[src/logic/scr_pkg.sv]
package scr_pkg;
  // ==========================================
  // Register indices (16-bit registers)
  localparam logic [15:0] ADDR_GROUP_HIGH  = 16'h0030;
  localparam logic [15:0] ADDR_GROUP_LOW   = 16'h0031;
  localparam logic [15:0] ADDR_INCMD_HIGH  = 16'h007c;
  localparam logic [15:0] ADDR_INCMD_LOW   = 16'h007d;
  localparam logic [15:0] ADDR_OUTST_HIGH  = 16'h007e;
  localparam logic [15:0] ADDR_OUTST_LOW   = 16'h007f;
  // ==========================================
  // Link setting encodings and reset values
  localparam logic [1:0]  PARITY_NONE      = 2'h0;
  localparam logic [1:0]  PARITY_EVEN      = 2'h1;
  localparam logic [1:0]  PARITY_ODD       = 2'h2;
  localparam logic [1:0]  PARITY_RESET     = 2'h1;
  localparam logic        STOP_RESET       = 1'h0;
  localparam logic [13:0] REPLY_WAIT_MAX   = 14'h2710;
  localparam logic [13:0] REPLY_WAIT_RESET = 14'h0064;
  localparam logic [13:0] TIMEOUT_MAX      = 14'h2710;
  localparam logic [13:0] TIMEOUT_RESET    = 14'h0000;
  localparam logic [3:0]  ERR_THR_MIN      = 4'h1;
  localparam logic [3:0]  ERR_THR_MAX      = 4'ha;
  localparam logic [3:0]  ERR_THR_RESET    = 4'h3;
  // ==========================================
  // Timing
  localparam int CLK_MHZ         = 250;
  localparam int TICK_100US_NS   = 100000;
  localparam int TICK_100US_CYC  = TICK_100US_NS * CLK_MHZ / 1000;
  localparam int TICK_1MS_NS     = 1000000;
  localparam int TICK_1MS_CYC    = TICK_1MS_NS * CLK_MHZ / 1000;
  // ==========================================
  // Output status bit fields (lower register)
  localparam int OS_BUSY = 8;
  localparam int OS_MOVE = 13;
endpackage

[src/logic/scr_regmap.sv]
`timescale 1ns/1ps
// Operation
// - Parity code: 0 none, 1 even, 2 odd
// - Stop setting 0 one bit, 1 two
// - Reply wait 0..10000 x 0.1 ms
// - Link settings not writable over serial link
// - Timeout after silent window, zero disables
// - Count errors, alarm at threshold 1..10
// - 32-bit items: even upper, odd lower
// - Command registers volatile, never stored
// - Accept queries sent to own group
// - Input command lower bit layout, upper reserved
// - Output status lower bit layout, read only
module scr_regmap #(
  parameter int TICK_100US = scr_pkg::TICK_100US_CYC,
  parameter int TICK_1MS   = scr_pkg::TICK_1MS_CYC
) (
  input  wire logic        CLK,
  input  wire logic        RST,
  // Configuration tool port (not the serial link)
  input  wire logic        CFG_WE,
  input  wire logic [1:0]  CFG_PARITY,
  input  wire logic        CFG_STOP,
  input  wire logic [13:0] CFG_REPLY_WAIT,
  // Serial register access, decoded frames
  input  wire logic        REG_WE,
  input  wire logic        REG_RE,
  input  wire logic [15:0] REG_ADDR,
  input  wire logic [15:0] REG_WDATA,
  output logic [15:0]      REG_RDATA,
  output logic             REG_RVALID,
  output logic             REG_ERR,
  // Link events
  input  wire logic [7:0]  FRAME_SLAVE,
  input  wire logic        FRAME_VALID,
  input  wire logic [7:0]  OWN_ADDR,
  input  wire logic        COMM_ERR,
  input  wire logic        ALARM_CLEAR,
  input  wire logic        REPLY_REQ,
  input  wire logic [13:0] TIMEOUT_SET,
  input  wire logic [3:0]  ERR_THR_SET,
  input  wire logic        SET_WE,
  // Motor side
  input  wire logic [13:0] MOTOR_STATUS,
  output logic [15:0]      NETWORK_INPUT_BIT,
  output logic             ADDR_MATCH,
  output logic             REPLY_GO,
  output logic [1:0]       PARITY,
  output logic             TWO_STOP,
  output logic             COMM_TIMEOUT,
  output logic             COMM_ERR_ALARM
);
  // ==========================================
  // State
  typedef struct packed {
    logic [1:0]  parity;
    logic        stop;
    logic [13:0] wait_set;
    logic [13:0] tmo_set;
    logic [3:0]  thr;
    logic [31:0] group;
    logic [15:0] network_input_bit;
    logic [13:0] status;
    logic [3:0]  err_cnt;
    logic        err_alarm;
    logic        tmo;
    logic [13:0] tmo_cnt;
    logic [13:0] wait_cnt;
    logic        waiting;
    logic        reply;
    logic [17:0] div_s;
    logic [17:0] div_m;
    logic [15:0] rdata;
    logic        rvalid;
    logic        rerr;
  } scr_state_type;

  scr_state_type st_r;
  scr_state_type st_nxt;
  logic          tick_s;
  logic          tick_m;

  function automatic logic [13:0] clip14(input logic [13:0] v,
                                         input logic [13:0] mx);
    clip14 = (v > mx) ? mx : v;
  endfunction

  initial begin
    if (TICK_100US < 1 || TICK_1MS < 1 || TICK_1MS > 262143)
      $error("scr_regmap: tick counts out of range");
  end

  assign tick_s = (st_r.div_s == 18'(TICK_100US - 1));
  assign tick_m = (st_r.div_m == 18'(TICK_1MS - 1));

  // ==========================================
  // Next state
  always_comb begin
    st_nxt = st_r;
    st_nxt.rvalid = 1'b0;
    st_nxt.rerr   = 1'b0;
    st_nxt.reply  = 1'b0;
    st_nxt.div_s  = tick_s ? 18'h0 : st_r.div_s + 18'h1;
    st_nxt.div_m  = tick_m ? 18'h0 : st_r.div_m + 18'h1;
    // Link settings only change from the tool port
    if (CFG_WE) begin
      if (CFG_PARITY <= scr_pkg::PARITY_ODD)
        st_nxt.parity = CFG_PARITY;
      st_nxt.stop = CFG_STOP;
      st_nxt.wait_set = clip14(CFG_REPLY_WAIT,
                               scr_pkg::REPLY_WAIT_MAX);
    end
    if (SET_WE) begin
      st_nxt.tmo_set = clip14(TIMEOUT_SET, scr_pkg::TIMEOUT_MAX);
      if (ERR_THR_SET >= scr_pkg::ERR_THR_MIN &&
          ERR_THR_SET <= scr_pkg::ERR_THR_MAX) begin
        st_nxt.thr = ERR_THR_SET;
        // A lowered threshold must not strand the count above it
        st_nxt.err_cnt = 4'h0;
      end
    end
    st_nxt.status = MOTOR_STATUS;
    // Register writes; upper halves of the command pair are reserved
    if (REG_WE) begin
      case (REG_ADDR)
        scr_pkg::ADDR_GROUP_HIGH: st_nxt.group[31:16] = REG_WDATA;
        scr_pkg::ADDR_GROUP_LOW:  st_nxt.group[15:0]  = REG_WDATA;
        scr_pkg::ADDR_INCMD_HIGH: st_nxt.network_input_bit = st_r.network_input_bit;
        scr_pkg::ADDR_INCMD_LOW:  st_nxt.network_input_bit = REG_WDATA;
        default:                  st_nxt.rerr = 1'b1;
      endcase
    end
    if (REG_RE) begin
      st_nxt.rvalid = 1'b1;
      case (REG_ADDR)
        scr_pkg::ADDR_GROUP_HIGH: st_nxt.rdata = st_r.group[31:16];
        scr_pkg::ADDR_GROUP_LOW:  st_nxt.rdata = st_r.group[15:0];
        scr_pkg::ADDR_INCMD_HIGH: st_nxt.rdata = 16'h0;
        scr_pkg::ADDR_INCMD_LOW:  st_nxt.rdata = st_r.network_input_bit;
        scr_pkg::ADDR_OUTST_HIGH: st_nxt.rdata = 16'h0;
        scr_pkg::ADDR_OUTST_LOW:  st_nxt.rdata = {2'h0, st_r.status};
        default: begin
          st_nxt.rdata = 16'h0;
          st_nxt.rerr  = 1'b1;
        end
      endcase
    end
    // Silence monitor counts in 1 ms steps
    if (FRAME_VALID) begin
      st_nxt.tmo_cnt = 14'h0;
    end else if (tick_m && st_r.tmo_set != 14'h0 && !st_r.tmo) begin
      st_nxt.tmo_cnt = st_r.tmo_cnt + 14'h1;
      if (st_r.tmo_cnt + 14'h1 >= st_r.tmo_set)
        st_nxt.tmo = 1'b1;
    end
    if (st_r.tmo_set == 14'h0)
      st_nxt.tmo = 1'b0;
    if (ALARM_CLEAR) begin
      st_nxt.tmo       = 1'b0;
      st_nxt.tmo_cnt   = 14'h0;
      st_nxt.err_alarm = 1'b0;
      st_nxt.err_cnt   = 4'h0;
    end
    // An error in the clear cycle still counts: the set wins
    if (COMM_ERR) begin
      if (st_nxt.err_cnt + 4'h1 >= st_r.thr) begin
        st_nxt.err_alarm = 1'b1;
        st_nxt.err_cnt   = 4'h0;
      end else begin
        st_nxt.err_cnt = st_nxt.err_cnt + 4'h1;
      end
    end
    // Reply wait in 0.1 ms steps
    if (REPLY_REQ) begin
      st_nxt.waiting  = 1'b1;
      st_nxt.wait_cnt = 14'h0;
      if (st_r.wait_set == 14'h0) begin
        st_nxt.waiting = 1'b0;
        st_nxt.reply   = 1'b1;
      end
    end else if (st_r.waiting && tick_s) begin
      st_nxt.wait_cnt = st_r.wait_cnt + 14'h1;
      if (st_r.wait_cnt + 14'h1 >= st_r.wait_set) begin
        st_nxt.waiting = 1'b0;
        st_nxt.reply   = 1'b1;
      end
    end
  end

  // ==========================================
  // Registers; all command state is volatile and comes up cleared
  always_ff @(posedge CLK) begin
    if (RST) begin
      st_r          <= '0;
      st_r.parity   <= scr_pkg::PARITY_RESET;
      st_r.stop     <= scr_pkg::STOP_RESET;
      st_r.wait_set <= scr_pkg::REPLY_WAIT_RESET;
      st_r.tmo_set  <= scr_pkg::TIMEOUT_RESET;
      st_r.thr      <= scr_pkg::ERR_THR_RESET;
    end else begin
      st_r <= st_nxt;
    end
  end

  // ==========================================
  // Outputs
  assign NETWORK_INPUT_BIT         = st_r.network_input_bit;
  assign REG_RDATA      = st_r.rdata;
  assign REG_RVALID     = st_r.rvalid;
  assign REG_ERR        = st_r.rerr;
  assign PARITY         = st_r.parity;
  assign TWO_STOP       = st_r.stop;
  assign COMM_TIMEOUT   = st_r.tmo;
  assign COMM_ERR_ALARM = st_r.err_alarm;
  assign REPLY_GO       = st_r.reply;
  // Group zero means no group membership
  assign ADDR_MATCH = (FRAME_SLAVE == OWN_ADDR) ||
                      (st_r.group != 32'h0 &&
                       {24'h0, FRAME_SLAVE} == st_r.group);

  // ==========================================
  // Checks
  chk_parity_legal: assert property (@(posedge CLK) disable iff (RST)
    st_r.parity <= scr_pkg::PARITY_ODD) else $error("bad parity");
  chk_stop_tool: assert property (@(posedge CLK) disable iff (RST)
    !CFG_WE |=> $stable(TWO_STOP)) else $error("stop changed");
  chk_wait_zero: assert property (@(posedge CLK) disable iff (RST)
    REPLY_REQ && st_r.wait_set == 14'h0 |=> REPLY_GO)
    else $error("no immediate reply");
  chk_link_locked: assert property (@(posedge CLK) disable iff (RST)
    !CFG_WE |=> $stable(PARITY)) else $error("parity changed");
  chk_tmo_off: assert property (@(posedge CLK) disable iff (RST)
    st_r.tmo_set == 14'h0 |=> !COMM_TIMEOUT)
    else $error("timeout while disabled");
  chk_err_alarm: assert property (@(posedge CLK) disable iff (RST)
    COMM_ERR && !ALARM_CLEAR && !SET_WE && st_r.err_cnt + 4'h1 >= st_r.thr
    |=> COMM_ERR_ALARM && st_r.err_cnt == 4'h0)
    else $error("alarm missed");
  chk_cnt_below: assert property (@(posedge CLK) disable iff (RST)
    st_r.err_cnt < st_r.thr) else $error("count at threshold");
  chk_group_pair: assert property (@(posedge CLK) disable iff (RST)
    REG_WE && REG_ADDR == scr_pkg::ADDR_GROUP_HIGH
    |=> st_r.group[31:16] == $past(REG_WDATA))
    else $error("group upper lost");
  chk_status_ro: assert property (@(posedge CLK) disable iff (RST)
    REG_RE && REG_ADDR == scr_pkg::ADDR_OUTST_LOW
    |=> REG_RVALID && REG_RDATA == {2'h0, $past(st_r.status)})
    else $error("status read wrong");
  chk_incmd_wr: assert property (@(posedge CLK) disable iff (RST)
    REG_WE && REG_ADDR == scr_pkg::ADDR_INCMD_LOW
    |=> NETWORK_INPUT_BIT == $past(REG_WDATA)) else $error("command lost");
  // Settings stay inside the ranges that the clip logic enforces
  chk_wait_clip: assert property (@(posedge CLK) disable iff (RST)
    st_r.wait_set <= scr_pkg::REPLY_WAIT_MAX)
    else $error("reply wait out of range");
  chk_tmo_clip: assert property (@(posedge CLK) disable iff (RST)
    st_r.tmo_set <= scr_pkg::TIMEOUT_MAX)
    else $error("timeout out of range");
  chk_thr_range: assert property (@(posedge CLK) disable iff (RST)
    st_r.thr >= scr_pkg::ERR_THR_MIN && st_r.thr <= scr_pkg::ERR_THR_MAX)
    else $error("threshold out of range");
  chk_wait_hold: assert property (@(posedge CLK) disable iff (RST)
    !CFG_WE |=> $stable(st_r.wait_set))
    else $error("reply wait changed");
  chk_reply_pulse: assert property (@(posedge CLK) disable iff (RST)
    REPLY_GO && !REPLY_REQ |=> !REPLY_GO)
    else $error("reply pulse too long");
  chk_frame_restart: assert property (@(posedge CLK) disable iff (RST)
    FRAME_VALID |=> st_r.tmo_cnt == 14'h0)
    else $error("silence timer not restarted");
  chk_err_count: assert property (@(posedge CLK) disable iff (RST)
    COMM_ERR && !ALARM_CLEAR && !SET_WE && st_r.err_cnt + 4'h1 < st_r.thr
    |=> st_r.err_cnt == $past(st_r.err_cnt) + 4'h1)
    else $error("error not counted");
  chk_alarm_clear: assert property (@(posedge CLK) disable iff (RST)
    ALARM_CLEAR && !COMM_ERR |=> !COMM_ERR_ALARM && st_r.err_cnt == 4'h0)
    else $error("clear missed");
  // Register map corners: reserved halves and read-only words
  chk_incmd_rsvd: assert property (@(posedge CLK) disable iff (RST)
    REG_WE && REG_ADDR == scr_pkg::ADDR_INCMD_HIGH
    |=> $stable(NETWORK_INPUT_BIT))
    else $error("reserved half changed command");
  chk_rsvd_read: assert property (@(posedge CLK) disable iff (RST)
    REG_RE && REG_ADDR == scr_pkg::ADDR_INCMD_HIGH
    |=> REG_RDATA == 16'h0)
    else $error("reserved half not zero");
  chk_outst_high: assert property (@(posedge CLK) disable iff (RST)
    REG_RE && REG_ADDR == scr_pkg::ADDR_OUTST_HIGH
    |=> REG_RDATA == 16'h0)
    else $error("status upper not zero");
  chk_status_wr: assert property (@(posedge CLK) disable iff (RST)
    REG_WE && REG_ADDR == scr_pkg::ADDR_OUTST_LOW
    |=> REG_ERR)
    else $error("status write accepted");
  chk_group_low: assert property (@(posedge CLK) disable iff (RST)
    REG_WE && REG_ADDR == scr_pkg::ADDR_GROUP_LOW
    |=> st_r.group[15:0] == $past(REG_WDATA))
    else $error("group lower lost");
  chk_group_hit: assert property (@(posedge CLK) disable iff (RST)
    st_r.group != 32'h0 && {24'h0, FRAME_SLAVE} == st_r.group |-> ADDR_MATCH)
    else $error("group query ignored");
  chk_read_valid: assert property (@(posedge CLK) disable iff (RST)
    REG_RE |=> REG_RVALID)
    else $error("read not answered");
endmodule

[config.mk]
export PLATFORM = sky130hd
export DESIGN_NAME = scr_regmap
export DESIGN_NICKNAME = d
export VERILOG_FILES = /design/src/logic/scr_pkg.sv /design/src/logic/scr_regmap.sv
export SDC_FILE = /design/constraint.sdc
export NUM_CORES = 1
export LEC_CHECK = 0
export ABC_AREA = 0
export BUFFER_PORTS_ARGS = -buffer_cell sky130_fd_sc_hd__buf_2
export CORE_MARGIN = 1.5
export CORE_UTILIZATION = 45
export DETAILED_ROUTE_END_ITERATION = 8
export GPL_ROUTABILITY_DRIVEN = 1
export GPL_TIMING_DRIVEN = 0
export PLACE_DENSITY = 0.69
export SETUP_SLACK_MARGIN = 0.5
export SYNTH_ARGS = -nofsm -noshare
export SYNTH_HDL_FRONTEND = slang
export SYNTH_SLANG_ARGS = --single-unit
export TNS_END_PERCENT = 100
[constraint.sdc]
create_clock -name CLK -period 3.8 [get_ports CLK]
set_input_delay 0 -clock CLK [delete_from_list [all_inputs] [get_ports CLK]]
set_output_delay 0 -clock CLK [all_outputs]
set_load 0.02 [all_outputs]
; Yosys cells after proc, flatten, opt, wreduce, memory -nomap -nowiden
; Index checks and enable logic that the tools add are counted.
[classes]
addsub = 5
mul = 0
div = 0
magnitude_cmp = 8
n_eq_ne = 10
n_shift = 0
n_mux = 22
bitwise_logic = 1
reduce_logical = 27
[op_table]
columns = cell, count
row1 = 16-bit by 7-bit equality test with 1-bit output (second input constant), 4
row2 = 16-bit case mux with 4 select lines, 1
row3 = 14-bit two-way mux, 3
row4 = 18-bit by 1-bit adder with 18-bit output (second input constant), 2
row5 = 16-bit by 6-bit equality test with 1-bit output (second input constant), 2
row6 = 8-bit by 32-bit equality test with 1-bit output, 1
row7 = 32-bit nonzero test, 1
row8 = 14-bit by 1-bit adder with 14-bit output (second input constant), 2
row9 = 14-bit greater-or-equal comparator, 2
row10 = 14-bit greater-than comparator (second input constant), 2
row11 = 14-bit logical NOT, 2
row12 = 20-bit two-way mux, 1
row13 = 18-bit by 15-bit equality test with 1-bit output (second input constant), 1
row14 = 18-bit equality test (second input constant), 1
row15 = 15-bit two-way mux, 1
row16 = 14-bit nonzero test, 1
row17 = 4-bit two-way mux, 3
row18 = 2-bit AND reduction, 6
row19 = 2-bit two-way mux, 5
row20 = 8-bit equality test, 1
row21 = 1-bit two-way mux, 7
row22 = 2-bit OR reduction, 3
row23 = 3-bit OR reduction, 2
row24 = 6-bit OR reduction, 1
row25 = other kinds (13), 18
[totals]
register_bits = 187
latch_bits = 0
mem_bits_rw = 0
rom_bits = 0
inputBits = 107
out_inout_bits = 41
n_memories = 0

; Depth between registers and ports, before layout
[logic_depth]
depth_word = 11
mapped_depth = 13

; Least setup slack after synthesis
; OpenSTA, ideal clock, no wires.
[synth_path]
path_type = input-to-reg
start = in ERR_THR_SET[3]
end = reg st_r[88] (netlist bit)
setup_ns = 0.092
t_arrival_ns = 2.585
path_slack_ns = 1.123
path_stages = 9
n_path_buf = 0
path_cell_list = or4_1 a21oi_1 and2_1 ha_1 ha_1 a2111oi_0 nor2_1 or3_1 o32ai_1
[synth_via]
elab_chain_cells = 9
elab_cells_between_ends = 10
classes_between = add/sub (1) / order compare (3) / mux (5) / reduce/logical (1)
[synth_rtl]
columns = element, line_no
row1 = "start, declared", scr_regmap.sv:41  ; input wire logic [3:0] ERR_THR_SET,
row2 = 4-bit by 1-bit greater-or-equal comparator with 1-bit output / 4-bit less-or-equal comparator (equally long branches), "scr_regmap.sv:115, scr_regmap.sv:116"
row3 = 1-bit logical AND (*), scr_regmap.sv:115  ; if (ERR_THR_SET >= scr_pkg::ERR_THR_MIN &&
row4 = 4-bit two-way mux (*), scr_regmap.sv:115
row5 = 4-bit two-way mux (*), scr_regmap.sv:113  ; if (SET_WE) begin
row6 = 20-bit two-way mux (*), scr_regmap.sv:158  ; if (ALARM_CLEAR) begin
row7 = 4-bit by 1-bit adder with 4-bit output, "scr_regmap.sv:166, scr_regmap.sv:170"
row8 = 4-bit greater-or-equal comparator, scr_regmap.sv:166  ; if (st_nxt.err_cnt + 4'h1 >= st_r.thr) begin
row9 = 4-bit two-way mux, scr_regmap.sv:166
row10 = 5-bit two-way mux (*), scr_regmap.sv:165  ; if (COMM_ERR) begin
row11 = "end signal, assigned", scr_regmap.sv:201  ; st_r <= st_nxt;
row12 = "end, declared", scr_regmap.sv:78  ; scr_state_type st_r;
; Every way passes the cells marked *; elsewhere a longest branch is shown, timed or not.
; A chain may end at the register's enable or synchronous reset.

; Final worst setup path
[layout_path]
start = in ERR_THR_SET[0]
end = reg st_r[88] (netlist bit)
; Same word-level chain as after synthesis.

==> metrics.txt <==
DP Wirelength=~17 mm; Slew HR=0.440; initial cell density of the core=0.460; Post-Place Worst Slack=0.615 ns; register area share after synthesis=0.401; CP Cell Sequence=dlygate4sd3_1 -> buf_2 -> or4_1 -> a21oi_2 -> and2_1 -> ha_1 -> ha_1 -> a2111oi_1 -> nor2_1 -> or3_1 -> o32ai_1; io pins=148; worst setup path startpoint=ERR_THR_SET[0]; Max H-tree Level=4; clock buffer count from CTS=17; routed vias/inst=5.32; Yosys reg bits=187; Max Clk Rate=0.324 GHz; most frequent cell after synthesis=dfxtp_1; clk sinks=187; footprint of the multi-input gates=0.00496 mm2; top cells by area, synth=dfxtp_1 40%, ha_1 5.0%, nor2_1 4.6%; FF-to-FF Start=st_r[56]; Reg2Reg Setup Slack=between 0.8 and 0.9 ns; Final Non-Filler Cells=~1,600; n_diodes=0; fin worst setup slack=0.718 ns; Iter 0 DRT Violations=370; Static Leak=4.97 nW; status=finished clean; PwrDens=between 300 and 400 mW/mm2; Layout Nets=1,429; Post-CTS Setup Bufs=0; Die Wd=147 um; total power=4.18 mW; HP Class=input port to register; first-pass GRT wire length=39.5 mm; most numerous cell on the critical path=ha_1; Die ar.=0.0216 mm2; CP Class=input port to register; cell family with most CP delay=simple AND/OR/NAND/NOR gates; DRT Pass-1 Iters=4; Reg area=around 0.0037 mm2; clock skew=slightly above 0.009 ns; antenna violations before repair=0; routability cong.=0.848; Worst Path Required=4.15 ns; CP max stage delay=0.55 ns; number of cells produced by synthesis=1,042; Cell Rows=52; critical path fanouts, max=6; via count=8,343; number of remaining DRC errors=0; IR drop worst, VDD=0.317 mV; CP max stage cell=or4_1; top cells by count, synth=187 x dfxtp_1, 114 x nor2_1, 87 x nand2_1, 48 x a21oi_1, 44 x xnor2_1; most used flip-flop cell after synthesis=dfxtp_1; Hold Crit Start=ERR_THR_SET[3]; ys async rst share=0; cell count after placement=1,456; setup violators final=0; DRT antenna net count=0; Synth area leader=dfxtp_1; Final Cycle Share=0.811; Slew Limit Fails=0; Root Driver=clkbuf_16; largest net degree at the start of global routing=20; final hold viol count=0; Buf+Inv Stages, Crit Path=2; Buffers on Ports=~140; # Max-Cap Violations=0; synth unique cells=63; min Tclk post-route=~3.1 ns; total global routing track utilization=0.227; Clock Latency Late Sink=0.44 ns; mapped cell area=0.00934 mm2; synth warn=0; Worst Max-Slew Pin Slew=0.832 ns; vias in the first global route=approximately 8,200; DR WL/cell=15.5 um; layout cells sized above 1=0.209; Worst setup SP type=input port; total gr overflow=0; Synth top area share=0.401; clk buf depth=2; CP Capture Type=register; Core Area=0.0203 mm2; Post-synth EDFFs=0; RSZ-0062 raised after global routing=false; Die Y=147 um; TritonCTS clock tree=yes; Clk pin slew, worst setup/hold paths=0.07 ns; filler instances=1,829; mean area per synthesized cell=about 9 um2; WL final=24.4 mm; Net Count, Synth=1,186; Worst EP arrival=roughly 3.4 ns; Syn-to-layout area delta=26.4%; Setup TNS Final=0 ns
final timing paths:
kind / end / cells after the start
hold / removal: st_r[89] / 4
setup / recovery: st_r[88] / 11
setup reg to reg: st_r[55] / 11
hold reg to reg: st_r[36] / 1
through the flow:
step | instance area (um2) | hold WS, ns | util
2_1_floorplan | 9340 | 0.0956 | -
3_3_place_gp | 10400 | 0.213 | 0.512
3_5_place_dp | 10400 | 0.214 | 0.512
4_1_cts | 11800 | 0.0846 | 0.581
5_1_grt | 11800 | 0.0858 | 0.582
6_report | 11800 | 0.0634 | 0.582
power breakdown:
group          leakage [nW]  switching (mW)  internal (mW)
sequential             1.52          0.0260           2.00
combinational          3.15           0.186          0.180
clock                 0.296           0.866          0.919
cells by family (layout without fill, tap and decap cells):
group / count (synthesis) / in the layout / share of synthesized area
buffers and inverters: 120 / 376 / 0.0687
xor gates and xnor gates: 80 / 80 / 0.0750
adders and majority gates: 37 / 37 / 0.0496
and+or+nand+nor: 387 / 387 / 0.217
DFF: 187 / 187 / 0.401
muxes: 55 / 55 / 0.0611
AOI/OAI and AO/OA: 176 / 176 / 0.128
registers in the layout, indices dropped and copies added (netlist names):
signal,flops
COMM_TIMEOUT,1
REG_RDATA,16
st_r,147
REG_ERR,1
TWO_STOP,1
NETWORK_INPUT_BIT,16
REPLY_GO,1
PARITY,2
REG_RVALID,1
COMM_ERR_ALARM,1
layout make-up:
type,instances,share of cell area
well taps,270,0.0286
repair buffers,224,0.129
flip-flops and latches,187,0.317
clock inverters,13,0.0122
inverters,41,0.0130
clock buffers,19,0.0384
multi-input cells,735,0.421
plain buffers,79,0.0413
layout by cell type (no fill, tap or decap), types with 8 or more instances in the layout:
cell	netlist	layout
and2_1	9	9
mux2_2	16	16
a32oi_1	16	16
nor2b_1	17	17
or3_1	13	13
dlygate4sd3_1	0	80
clkbuf_1	23	23
inv_1	41	41
nand3_1	30	30
dfxtp_1	187	187
buf_4	36	36
nor3_1	19	18
a211oi_1	8	8
nand2_1	87	87
xor2_1	36	36
clkbuf_16	0	17
o21ai_0	32	32
mux2i_1	39	39
a21oi_1	48	47
a22oi_1	23	23
or4_1	11	11
nor2_1	114	114
nand2b_1	12	12
nand4_1	20	20
nor4_1	16	16
ha_1	37	37
buf_2	8	152
xnor2_1	44	44
repair_timing:
item                                    CTS  global route
endpoints found under the setup margin    0             7
gates resized for setup                   0             4
hold buffers                             80             0
endpoints found under the hold margin   115             0
tightest hold or removal path, cell delays in order:
cell and delay, ns:
buf_2 0.09, or4_1 0.14, a21oi_2 0.11, o211a_1 0.11
layer usage:
metal,GRT usage,up-vias,routed length [um]
li1,-,4162,-
met1,0.277,3942,10800
met2,0.400,200,11900
met3,0.0410,39,1110
met4,0.0805,0,488
met5,0,-,0
No activity file was read; power rests on OpenSTA's default activity.
